### src/adcpc_pkg.sv
// Shared constants, types and helpers for the converter control block
package adcpc_pkg;

    // Result width and bus reset value
    localparam int                 DATA_W       = 14;
    localparam logic [DATA_W-1:0]  DATA_CLEARED = 14'h0000;

    // Conversion phase length from the internal clock
    localparam int CLK_PERIOD_NS = 50;
    localparam int CONV_TIME_NS  = 700;
    localparam int CONV_CYCLES   = (CONV_TIME_NS + CLK_PERIOD_NS - 1) / CLK_PERIOD_NS;
    localparam int CONV_CNT_W    = 8;

    // Bus pin that carries serial data in serial mode
    localparam int SDOUT_POS = 0;

    // Positions of the pin inputs in the synchroniser vector
    localparam int PIN_CONVST_N = 0;
    localparam int PIN_SLEEP    = 1;
    localparam int PIN_RESET    = 2;
    localparam int PIN_CS_N     = 3;
    localparam int PIN_RD_N     = 4;
    localparam int PIN_SDCLK    = 5;
    localparam int PIN_REF_CORE = 6;
    localparam int PIN_REF_BUF  = 7;
    localparam int PIN_CODING   = 8;
    localparam int PIN_IF_SEL   = 9;
    localparam int PIN_IMPULSE  = 10;
    localparam int PIN_W        = 11;

    // Each sync bit resets to its pin's idle level, so no false power down
    localparam logic [PIN_W-1:0] PIN_RST = 11'h019;

    typedef enum logic [0:0] {
        ADCPC_SEQ_IDLE = 1'b0,
        ADCPC_SEQ_CONV = 1'b1
    } adcpc_seq_state_type;

    // Configuration register
    typedef struct packed {
        logic pd_by_reg;
        logic pd;
    } adcpc_cfg_type;

    localparam adcpc_cfg_type CFG_RST = '{pd_by_reg: 1'b0, pd: 1'b0};

    // Raw core code is straight binary; flipping the MSB gives twos complement
    function automatic logic [DATA_W-1:0] adcpc_format(input logic [DATA_W-1:0] code,
                                                       input logic              straight);
        adcpc_format = straight ? code : {~code[DATA_W-1], code[DATA_W-2:0]};
    endfunction : adcpc_format

endpackage : adcpc_pkg

### src/adcpc_conv_if.sv
// Handshake between the control top and the conversion sequencer
`timescale 1ns/1ps
interface adcpc_conv_if;
    logic start;
    logic abort;
    logic busy;
    logic done;

    modport seq  (input start, input abort, output busy, output done);
    modport ctrl (output start, output abort, input busy, input done);
endinterface : adcpc_conv_if

### src/adcpc_conv_seq.sv
// Conversion phase sequencer timed from the internal clock
`timescale 1ns/1ps
module adcpc_conv_seq
    import adcpc_pkg::*;
#(
    parameter int CONV_LEN = adcpc_pkg::CONV_CYCLES
) (
    input  wire logic    i_sys_clk,
    input  wire logic    i_rst_n,
    adcpc_conv_if.seq    conv
);
    import adcpc_pkg::*;

    typedef struct packed {
        adcpc_seq_state_type    state;
        logic [CONV_CNT_W-1:0]  cnt;
        logic                   busy;
        logic                   done;
    } adcpc_seq_reg_type;

    localparam adcpc_seq_reg_type SEQ_RST = '{
        state: ADCPC_SEQ_IDLE, cnt: '0, busy: 1'b0, done: 1'b0};

    adcpc_seq_reg_type q;
    adcpc_seq_reg_type d;

    //////////////////////////////////////////////////////////////////////////
    always_comb begin
        d      = q;
        d.done = 1'b0;
        case (q.state)
            ADCPC_SEQ_IDLE: begin
                if (conv.start && !conv.abort) begin
                    d.state = ADCPC_SEQ_CONV;
                    d.cnt   = CONV_CNT_W'(CONV_LEN - 1);
                    d.busy  = 1'b1;
                end
            end
            ADCPC_SEQ_CONV: begin
                if (conv.abort) begin
                    d.state = ADCPC_SEQ_IDLE;
                    d.busy  = 1'b0;
                end else if (q.cnt == '0) begin
                    d.state = ADCPC_SEQ_IDLE;
                    d.busy  = 1'b0;
                    d.done  = 1'b1;
                end else begin
                    d.cnt = q.cnt - 1'b1;
                end
            end
            default: begin
                d = SEQ_RST;
            end
        endcase
    end

    always_ff @(posedge i_sys_clk or negedge i_rst_n) begin
        if (!i_rst_n) begin
            q <= SEQ_RST;
        end else begin
            q <= d;
        end
    end

    assign conv.busy = q.busy;
    assign conv.done = q.done;

endmodule : adcpc_conv_seq

### src/adcpc_top.sv
// Reference, power and conversion control with data bus drive
`timescale 1ns/1ps

// Operation
// - Core off, buffer on: internal reference off, buffer stays powered.
// - Both off pins high: reference core and buffer each powered down.
// - Temperature sensor enabled only while both off pins are low.
// - Impulse mode: low power from end of conversion through acquisition.
// - Digital interface stays fully working while impulse power scaling acts.
// - Sleep request powers down only after a running conversion ends; bus active.
// - Configuration register can select power down; sleep pin then ignored.
// - A falling edge on convert start alone begins a conversion.
// - A started conversion finishes despite further starts or sleep request.
// - Convert start acts regardless of select and read enable.
// - Result given in twos complement or straight binary per coding pin.
// - Select or read enable high puts all bus outputs in high impedance.
// - Reset pin rising edge aborts conversion and tristates the bus.
// - Reset pin falling edge clears internal state, bus and configuration.
// - Serial signals share the parallel bus pins, one style at a time.
// - Interface select low means parallel, high means serial.
module adcpc_top
    import adcpc_pkg::*;
#(
    parameter int CONV_LEN = adcpc_pkg::CONV_CYCLES
) (
    input  wire logic                     i_sys_clk,
    input  wire logic                     i_rst_n,
    input  wire logic                     i_ref_core_off,
    input  wire logic                     i_ref_buffer_off,
    input  wire logic                     i_sleep_request,
    input  wire logic                     i_convert_start_n,
    input  wire logic                     i_output_coding_sel,
    input  wire logic                     i_interface_select,
    input  wire logic                     i_impulse_mode,
    input  wire logic                     i_cs_n,
    input  wire logic                     i_rd_n,
    input  wire logic                     i_reset_pin,
    input  wire logic                     i_sdclk,
    input  wire logic                     i_cfg_load,
    input  wire adcpc_pkg::adcpc_cfg_type i_cfg_wdata,
    input  wire logic [adcpc_pkg::DATA_W-1:0] i_core_code,
    output logic                          o_ref_core_en,
    output logic                          o_ref_buffer_en,
    output logic                          o_temp_sensor_en,
    output logic                          o_low_power,
    output logic                          o_powered_down,
    output logic                          o_busy,
    output logic                          o_serial_mode,
    output adcpc_pkg::adcpc_cfg_type      o_cfg,
    output logic [adcpc_pkg::DATA_W-1:0]  o_data,
    output logic [adcpc_pkg::DATA_W-1:0]  o_data_oe
);
    import adcpc_pkg::*;

    //////////////////////////////////////////////////////////////////////////
    // State

    typedef struct packed {
        logic [PIN_W-1:0]   sync1;
        logic [PIN_W-1:0]   sync2;
        logic [PIN_W-1:0]   prev;
        adcpc_cfg_type      cfg;
        logic [DATA_W-1:0]  code;
        logic               code_valid;
        logic [DATA_W-1:0]  shift;
        logic               ref_core_en;
        logic               ref_buffer_en;
        logic               temp_en;
        logic               low_power;
        logic               powered_down;
        logic               serial_mode;
        logic [DATA_W-1:0]  data;
        logic [DATA_W-1:0]  data_oe;
    } adcpc_top_reg_type;

    localparam adcpc_top_reg_type TOP_RST = '{
        sync1:         PIN_RST,
        sync2:         PIN_RST,
        prev:          PIN_RST,
        cfg:           CFG_RST,
        code:          DATA_CLEARED,
        code_valid:    1'b0,
        shift:         DATA_CLEARED,
        ref_core_en:   1'b1,
        ref_buffer_en: 1'b1,
        temp_en:       1'b1,
        low_power:     1'b0,
        powered_down:  1'b0,
        serial_mode:   1'b0,
        data:          DATA_CLEARED,
        data_oe:       DATA_CLEARED
    };

    adcpc_top_reg_type q;
    adcpc_top_reg_type d;

    adcpc_conv_if conv ();

    logic [PIN_W-1:0] pins;

    assign pins[PIN_CONVST_N] = i_convert_start_n;
    assign pins[PIN_SLEEP]    = i_sleep_request;
    assign pins[PIN_RESET]    = i_reset_pin;
    assign pins[PIN_CS_N]     = i_cs_n;
    assign pins[PIN_RD_N]     = i_rd_n;
    assign pins[PIN_SDCLK]    = i_sdclk;
    assign pins[PIN_REF_CORE] = i_ref_core_off;
    assign pins[PIN_REF_BUF]  = i_ref_buffer_off;
    assign pins[PIN_CODING]   = i_output_coding_sel;
    assign pins[PIN_IF_SEL]   = i_interface_select;
    assign pins[PIN_IMPULSE]  = i_impulse_mode;

    //////////////////////////////////////////////////////////////////////////
    // Edge helpers

    // Edge flop resets to each pin's idle level, so reset makes no false edge
    function automatic logic pin_rose(input logic [PIN_W-1:0] was_lvl,
                                      input logic [PIN_W-1:0] now_lvl,
                                      input int               pos);
        pin_rose = ~was_lvl[pos] & now_lvl[pos];
    endfunction : pin_rose

    function automatic logic pin_fell(input logic [PIN_W-1:0] was_lvl,
                                      input logic [PIN_W-1:0] now_lvl,
                                      input int               pos);
        pin_fell = was_lvl[pos] & ~now_lvl[pos];
    endfunction : pin_fell

    //////////////////////////////////////////////////////////////////////////
    // Pin decode from the second synchroniser stage only

    logic pin_core_off;
    logic pin_buf_off;
    logic pin_straight;
    logic pin_serial;
    logic pin_impulse;
    logic pin_sleep;
    logic pin_sel_n;
    logic pin_rd_n;
    logic pin_reset;
    logic start_fall;
    logic reset_rise;
    logic reset_fall;
    logic sdclk_rise;

    assign pin_core_off = q.sync2[PIN_REF_CORE];
    assign pin_buf_off  = q.sync2[PIN_REF_BUF];
    assign pin_straight = q.sync2[PIN_CODING];
    assign pin_serial   = q.sync2[PIN_IF_SEL];
    assign pin_impulse  = q.sync2[PIN_IMPULSE];
    assign pin_sleep    = q.sync2[PIN_SLEEP];
    assign pin_sel_n    = q.sync2[PIN_CS_N];
    assign pin_rd_n     = q.sync2[PIN_RD_N];
    assign pin_reset    = q.sync2[PIN_RESET];
    assign start_fall   = pin_fell(q.prev, q.sync2, PIN_CONVST_N);
    assign reset_rise   = pin_rose(q.prev, q.sync2, PIN_RESET);
    assign reset_fall   = pin_fell(q.prev, q.sync2, PIN_RESET);
    assign sdclk_rise   = pin_rose(q.prev, q.sync2, PIN_SDCLK);

    //////////////////////////////////////////////////////////////////////////
    // Conversion handshake

    assign conv.start = start_fall;
    // Level abort: a start seen while the pin is high is simply dropped
    // abort while reset held
    assign conv.abort = reset_rise | pin_reset;

    logic start_taken;
    logic conv_idle;

    // A refused start must not wake the power states for a cycle
    assign start_taken = start_fall & ~conv.abort & ~conv.busy;
    assign conv_idle   = ~conv.busy & ~start_taken;

    adcpc_conv_seq #(
        .CONV_LEN (CONV_LEN)
    ) u_conv_seq (
        .i_sys_clk (i_sys_clk),
        .i_rst_n   (i_rst_n),
        .conv      (conv)
    );

    //////////////////////////////////////////////////////////////////////////
    // Next state

    logic               sleep_eff;
    logic               bus_enabled;
    logic [DATA_W-1:0]  result_now;

    always_comb begin
        d       = q;
        d.sync1 = pins;
        d.sync2 = q.sync1;
        d.prev  = q.sync2;

        d.ref_core_en   = ~pin_core_off;
        d.ref_buffer_en = ~pin_buf_off;
        d.temp_en       = ~pin_core_off & ~pin_buf_off;

        d.serial_mode = pin_serial;

        // Register write is a same-clock strobe, no sync needed
        if (i_cfg_load) begin
            d.cfg = i_cfg_wdata;
        end

        sleep_eff = q.cfg.pd_by_reg ? q.cfg.pd : pin_sleep;

        d.powered_down = sleep_eff & conv_idle;

        d.low_power = pin_impulse & conv_idle;

        // Result stays readable until the next one or a reset-pin fall
        // result ready with busy low
        if (conv.done) begin
            d.code       = i_core_code;
            d.code_valid = 1'b1;
        end

        // coding applied on the way out
        result_now = q.code_valid ? adcpc_format(q.code, pin_straight) : DATA_CLEARED;

        // Reset pin keeps the bus released for as long as it is high
        // select or read high releases bus
        bus_enabled = ~pin_sel_n & ~pin_rd_n & ~pin_reset;

        // Shifts only while selected, so a stray clock cannot lose bits
        // Serial word loaded at result time, shifted MSB first
        if (conv.done) begin
            d.shift = adcpc_format(i_core_code, pin_straight);
        end else if (pin_serial && bus_enabled && sdclk_rise) begin
            d.shift = {q.shift[DATA_W-2:0], 1'b0};
        end

        // Per-pin enables let serial mode release the unused bus pins
        // serial rides on one bus pin
        if (pin_serial) begin
            d.data            = DATA_CLEARED;
            d.data[SDOUT_POS] = q.shift[DATA_W-1];
            d.data_oe         = DATA_CLEARED;
            d.data_oe[SDOUT_POS] = bus_enabled;
        end else begin
            d.data    = result_now;
            d.data_oe = {DATA_W{bus_enabled}};
        end

        if (reset_fall) begin
            d.cfg        = CFG_RST;
            d.code       = DATA_CLEARED;
            d.code_valid = 1'b0;
            d.shift      = DATA_CLEARED;
            d.data       = DATA_CLEARED;
            d.data_oe    = DATA_CLEARED;
        end
    end

    //////////////////////////////////////////////////////////////////////////
    // Registers

    always_ff @(posedge i_sys_clk or negedge i_rst_n) begin
        if (!i_rst_n) begin
            q <= TOP_RST;
        end else begin
            q <= d;
        end
    end

    //////////////////////////////////////////////////////////////////////////
    // Outputs, all from flip-flops

    assign o_ref_core_en    = q.ref_core_en;
    assign o_ref_buffer_en  = q.ref_buffer_en;
    assign o_temp_sensor_en = q.temp_en;
    assign o_low_power      = q.low_power;
    assign o_powered_down   = q.powered_down;
    // Busy is taken from the sequencer's flop, so it needs no copy here
    // busy from sequencer flop
    assign o_busy           = conv.busy;
    assign o_serial_mode    = q.serial_mode;
    assign o_cfg            = q.cfg;
    assign o_data           = q.data;
    assign o_data_oe        = q.data_oe;

endmodule : adcpc_top

### config.mk
export PLATFORM = sky130hd
export DESIGN_NAME = adcpc_top
export DESIGN_NICKNAME = d
export VERILOG_FILES = /design/src/adcpc_pkg.sv /design/src/adcpc_conv_if.sv /design/src/adcpc_conv_seq.sv /design/src/adcpc_top.sv
export SDC_FILE = /design/constraint.sdc
export NUM_CORES = 1
export LEC_CHECK = 0
export ABC_AREA = 1
export BUFFER_PORTS_ARGS = -buffer_cell sky130_fd_sc_hd__buf_2
export CORE_ASPECT_RATIO = 1.4
export CORE_MARGIN = 2
export CORE_UTILIZATION = 50
export CTS_CLUSTER_SIZE = 24
export DETAILED_ROUTE_END_ITERATION = 10
export PLACE_DENSITY = 0.79
export SETUP_SLACK_MARGIN = 0.1
export SLEW_MARGIN = 20
export SYNTH_ARGS = -nofsm -noshare
export SYNTH_HDL_FRONTEND = slang
export SYNTH_HIERARCHICAL = 1
export SYNTH_SLANG_ARGS = --single-unit
### constraint.sdc
create_clock -name i_sys_clk -period 1.2 [get_ports i_sys_clk]
set_input_delay 0.12 -clock i_sys_clk [delete_from_list [all_inputs] [get_ports i_sys_clk]]
set_output_delay 0.12 -clock i_sys_clk [all_outputs]
set_load 0.02 [all_outputs]
==> qor.csv <==
stage,metric,value,unit
setup_path,slowest_stage,dfrtp_1,
drt,drc,0,
setup_path,cp.buffers_inverters,3,
outcome,status,"complete, but fails checks",
outcome,violations,setup timing,
logic_synthesis,netlist_area,3676,um^2
logic_synthesis,synth_top_family_by_area,simple AND/OR/NAND/NOR gates,
setup_path,start_kind,flip-flop,
clock_tree,clk_latency,0.37,ns
logic_synthesis,yosysUniqueCellTypes,26,
logic_synthesis,synth-xor-area-share,0.004765,
clock_tree,htreeDepth,3,
global_route,grt_pass1_vias,3122,
logic_synthesis,syn-instance-count,385,
timing,min_period_over_period,1.180,
timing,holdWs,0.1039,ns
logic_synthesis,synthSimpleGateAreaFrac,0.1937,
pwr,pwr-share-seq,0.476,
logic_synthesis,synthTopCellsByArea,"dfrtp_1 (54%), nand2_1 (9.7%), dfstp_2 (7.1%), buf_4 (6.5%), inv_1 (4.0%)",
logic_synthesis,synth_compound_area_frac,0.05956,
logic_synthesis,syn_nets,417,
drt,num_vias,3193,
setup_path,crit_required,1.48,ns
logic_synthesis,synthAdderAreaFrac,0.006807,
timing,tightest_slew,0.3483,ns
layout,antenna_cells,0,
logic_synthesis,synthMuxAreaShare,0.002723,
setup_path,worst_ep_arrival_time,1.70,ns
setup_path,crit_start,d[67],
drt,drt-total-wl,10460,um
setup_path,reg2reg_slack,-0.22,ns
floorplanning,design.core.area,7222,um^2
layout,drive_above_1_share,0.4884,
setup_path,crit_family,buffers and inverters,
setup_path,worstSetupPathType,reg2reg,
floorplanning,die_y,105.5,um
setup_path,cp_max_fo,7,
global_route,grt_max_degree,33,
setup_path,critical_path.cell_chain,buf_6 > nor2_4 > nor2_4 > buf_12 > clkinvlp_4 > o21ai_1,
floorplanning,dieArea,8063,um^2
placement,io_buffers,66,
placement,place_hpwl,4945,um
global_route,grt_use_total,0.2350,
floorplanning,floorplan.die.width,76.47,um
layout,area_growth,49.52,%
setup_path,crit_top_cell,nor2_4,
placement,globalplace.congestion,0.8296,
job,maxCapViolations,0,
timing,hold_viol,0,
pwr,peakVddDrop,0.001097,V
drt,antenna_left,0,
floorplanning,num_rows,37,
timing,setup_viol,57,
layout,final_nets,543,
timing,fin_crit,1.417,ns
timing,maxSlewHeadroom,0.7673,
drt,drt_iter0_markers,250,
layout,fillers,401,
clock_tree,path_clk_slew,0.09,ns
clock_tree,numCtsBuffers,9,
logic_synthesis,ys_seq_area_frac,0.6093,
setup_path,end_kind,flip-flop,
timing,max_freq,0.7060,GHz
setup_path,r2r-end,q[55],
clock_tree,cts.sink_count,89,
logic_synthesis,synth_area_per_cell,9.548,um^2
setup_path,r2r-start,d[67],
pwr,p_sw_frac,0.2920,
pwr,p_switching,2.037,mW
drt,avgRoutedWirePerCell,17.06,um
timing,setup_tns,-4.887,ns
clock_tree,cts_root_buf,clkbuf_8,
setup_path,max_stage_delay,0.41,ns
logic_synthesis,yosysTopAreaCell,dfrtp_1,
drt,via_per_inst,5.209,
timing,skew,0.008956,ns
logic_synthesis,yosys.area.top_type_share,0.5378,
pwr,p_int,4.939,mW
floorplanning,start_util,0.5090,
timing,maxSlewViolCount,0,
hold_path,hp-class,in2reg,
logic_synthesis,yosysWarnings,6,
global_route,overflow,0,
logic_synthesis,yosys_register_bits,89,
clock_tree,cts_tree,built,
setup_path,worstRegToRegCells,6,
layout,finalCoreUtilization,0.7611,
setup_path,path_depth,6,
timing,rsz0062_at_grt,true,
global_route,antenna_found_initial,0,
pwr,pwr-share-clk,0.301,
pwr,p_per_area,1269,nW/um^2
pwr,p_leak,2.653,nW
setup_path,crit_end,q[55],
clock_tree,clock_path_buffers,2,
floorplanning,io_pins,67,
drt,dr.pass1.iters,7,
timing,layout_setup_ws,-0.2165,ns
global_route,grt_pass1_wl,14510,um
pwr,p_comb_frac,0.222,
-- routing by layer --
layer / up-vias / global-route usage / routed length (um)
li1: 1420 / - / -
met3: 58 / 0.07021 / 461
met2: 147 / 0.4248 / 5896
met5: - / 0 / 0
met4: 0 / 0.1286 / 584
met1: 1568 / 0.2404 / 3515
-- registers in the layout (all words and copies together), names as in the netlist, 2 cells and up --
signal	cells
d	22
q	32
o_cfg	2
u_conv_seq/q	9
o_data	14
o_data_oe	2
-- cells by family after synthesis --
family,count (synthesis)
simple gates,163
flops,89
buf+inv,86
compound gates,42
xor+xnor,2
fa+ha+maj,2
mux,1
-- cells in the mapped netlist (all sizes together) --
library cell / n
ha: 2
a21o: 1
xor2: 2
nand3: 25
clkbuf: 1
or2: 1
nand4: 2
a21oi: 16
dfrtp: 79
nor3: 2
o211ai: 2
o21ai: 22
nor2: 34
nand2: 99
buf: 40
inv: 45
dfstp: 10
mux2i: 1
o22ai: 1
-- stage by stage --
| stage | power [mW] | instances | instance area, um^2 | setup WS, ns |
|---|---|---|---|---|
| detailed placement | 4.495 | 538 | 4161 | -0.1492 |
| global route | 7.312 | 613 | 5497 | -0.2791 |
| finish | 6.975 | 613 | 5497 | -0.2165 |
| global placement | 4.442 | 538 | 4161 | -0.06636 |
| floorplan | 3.982 | 385 | 3719 | -0.04652 |
| CTS | 6.836 | 603 | 5194 | -0.1013 |
-- timing repair --
action,in CTS,in global routing
endpoints found under the hold margin,110,0
setup buffers,17,13
setup endpoints to repair,58,75
hold buffers,28,0
cloned,6,1
gates resized for setup,88,68
pin swaps,31,31
-- power groups by stage --
| stage | clock [mW] | combinational (mW) | sequential (mW) |
|---|---|---|---|
| CTS | 2.13 | 1.40 | 3.31 |
| global placement | 0 | 1.10 | 3.34 |
| floorplan | 0 | 0.601 | 3.38 |
| finish | 2.10 | 1.55 | 3.32 |
| detailed placement | 0 | 1.14 | 3.35 |
| global route | 2.29 | 1.68 | 3.34 |
-- cell type report --
class	count	area, um^2	share of cell area
Clock buffer	10	137.6	0.02504
Clock inverter	6	65.06	0.01184
Inverter	45	186.4	0.03392
Multi-Input combinational cell	212	1409	0.2563
Sequential cell	89	2242	0.4079
Tap cell	97	121.4	0.02208
Timing Repair Buffer	152	1320	0.2402
Timing Repair inverter	2	15.01	0.002732
-- placed cells by master, fill, tap and decap left out, drive strengths merged --
| cell | count |
|---|---|
| buf | 123 |
| nand2 | 100 |
| dfrtp | 79 |
| inv | 47 |
| nor2 | 35 |
| dlygate4sd3 | 28 |
| nand3 | 25 |
| o21ai | 22 |
| a21oi | 16 |
| clkbuf | 11 |
| dfstp | 10 |
| clkinvlp | 3 |
| clkinv | 2 |
| o211ai | 2 |
| nand4 | 2 |
| xor2 | 2 |
| nor3 | 2 |
| ha | 2 |
| a21o | 1 |
| mux2i | 1 |
| o22ai | 1 |
| bufinv | 1 |
| or2 | 1 |
-- worst register-to-register path: cells and delay by family (launching register included) --
| family | cells | cell delay, ns |
|---|---|---|
| AO/OA/AOI/OAI | 1 | 0.23 |
| buffers and inverters | 3 | 0.47 |
| flip-flops | 1 | 0.41 |
| AND/OR/NAND/NOR | 2 | 0.22 |
-- worst min-delay path by stage --
stage / start / to / slack (ns) / cells past startpoint
3_3_place_gp: i_rst_n / d[86] / 0.02 / 1
2_1_floorplan: i_rst_n / d[28] / -0.18 / 0
5_1_grt: i_core_code[13] / q[62] / 0.10 / 3
3_5_place_dp: i_rst_n / d[75] / 0.02 / 1
4_1_cts: i_core_code[13] / q[62] / 0.06 / 3
6_report: i_core_code[13] / q[62] / 0.10 / 3
(Power assumes the default switching activity.)
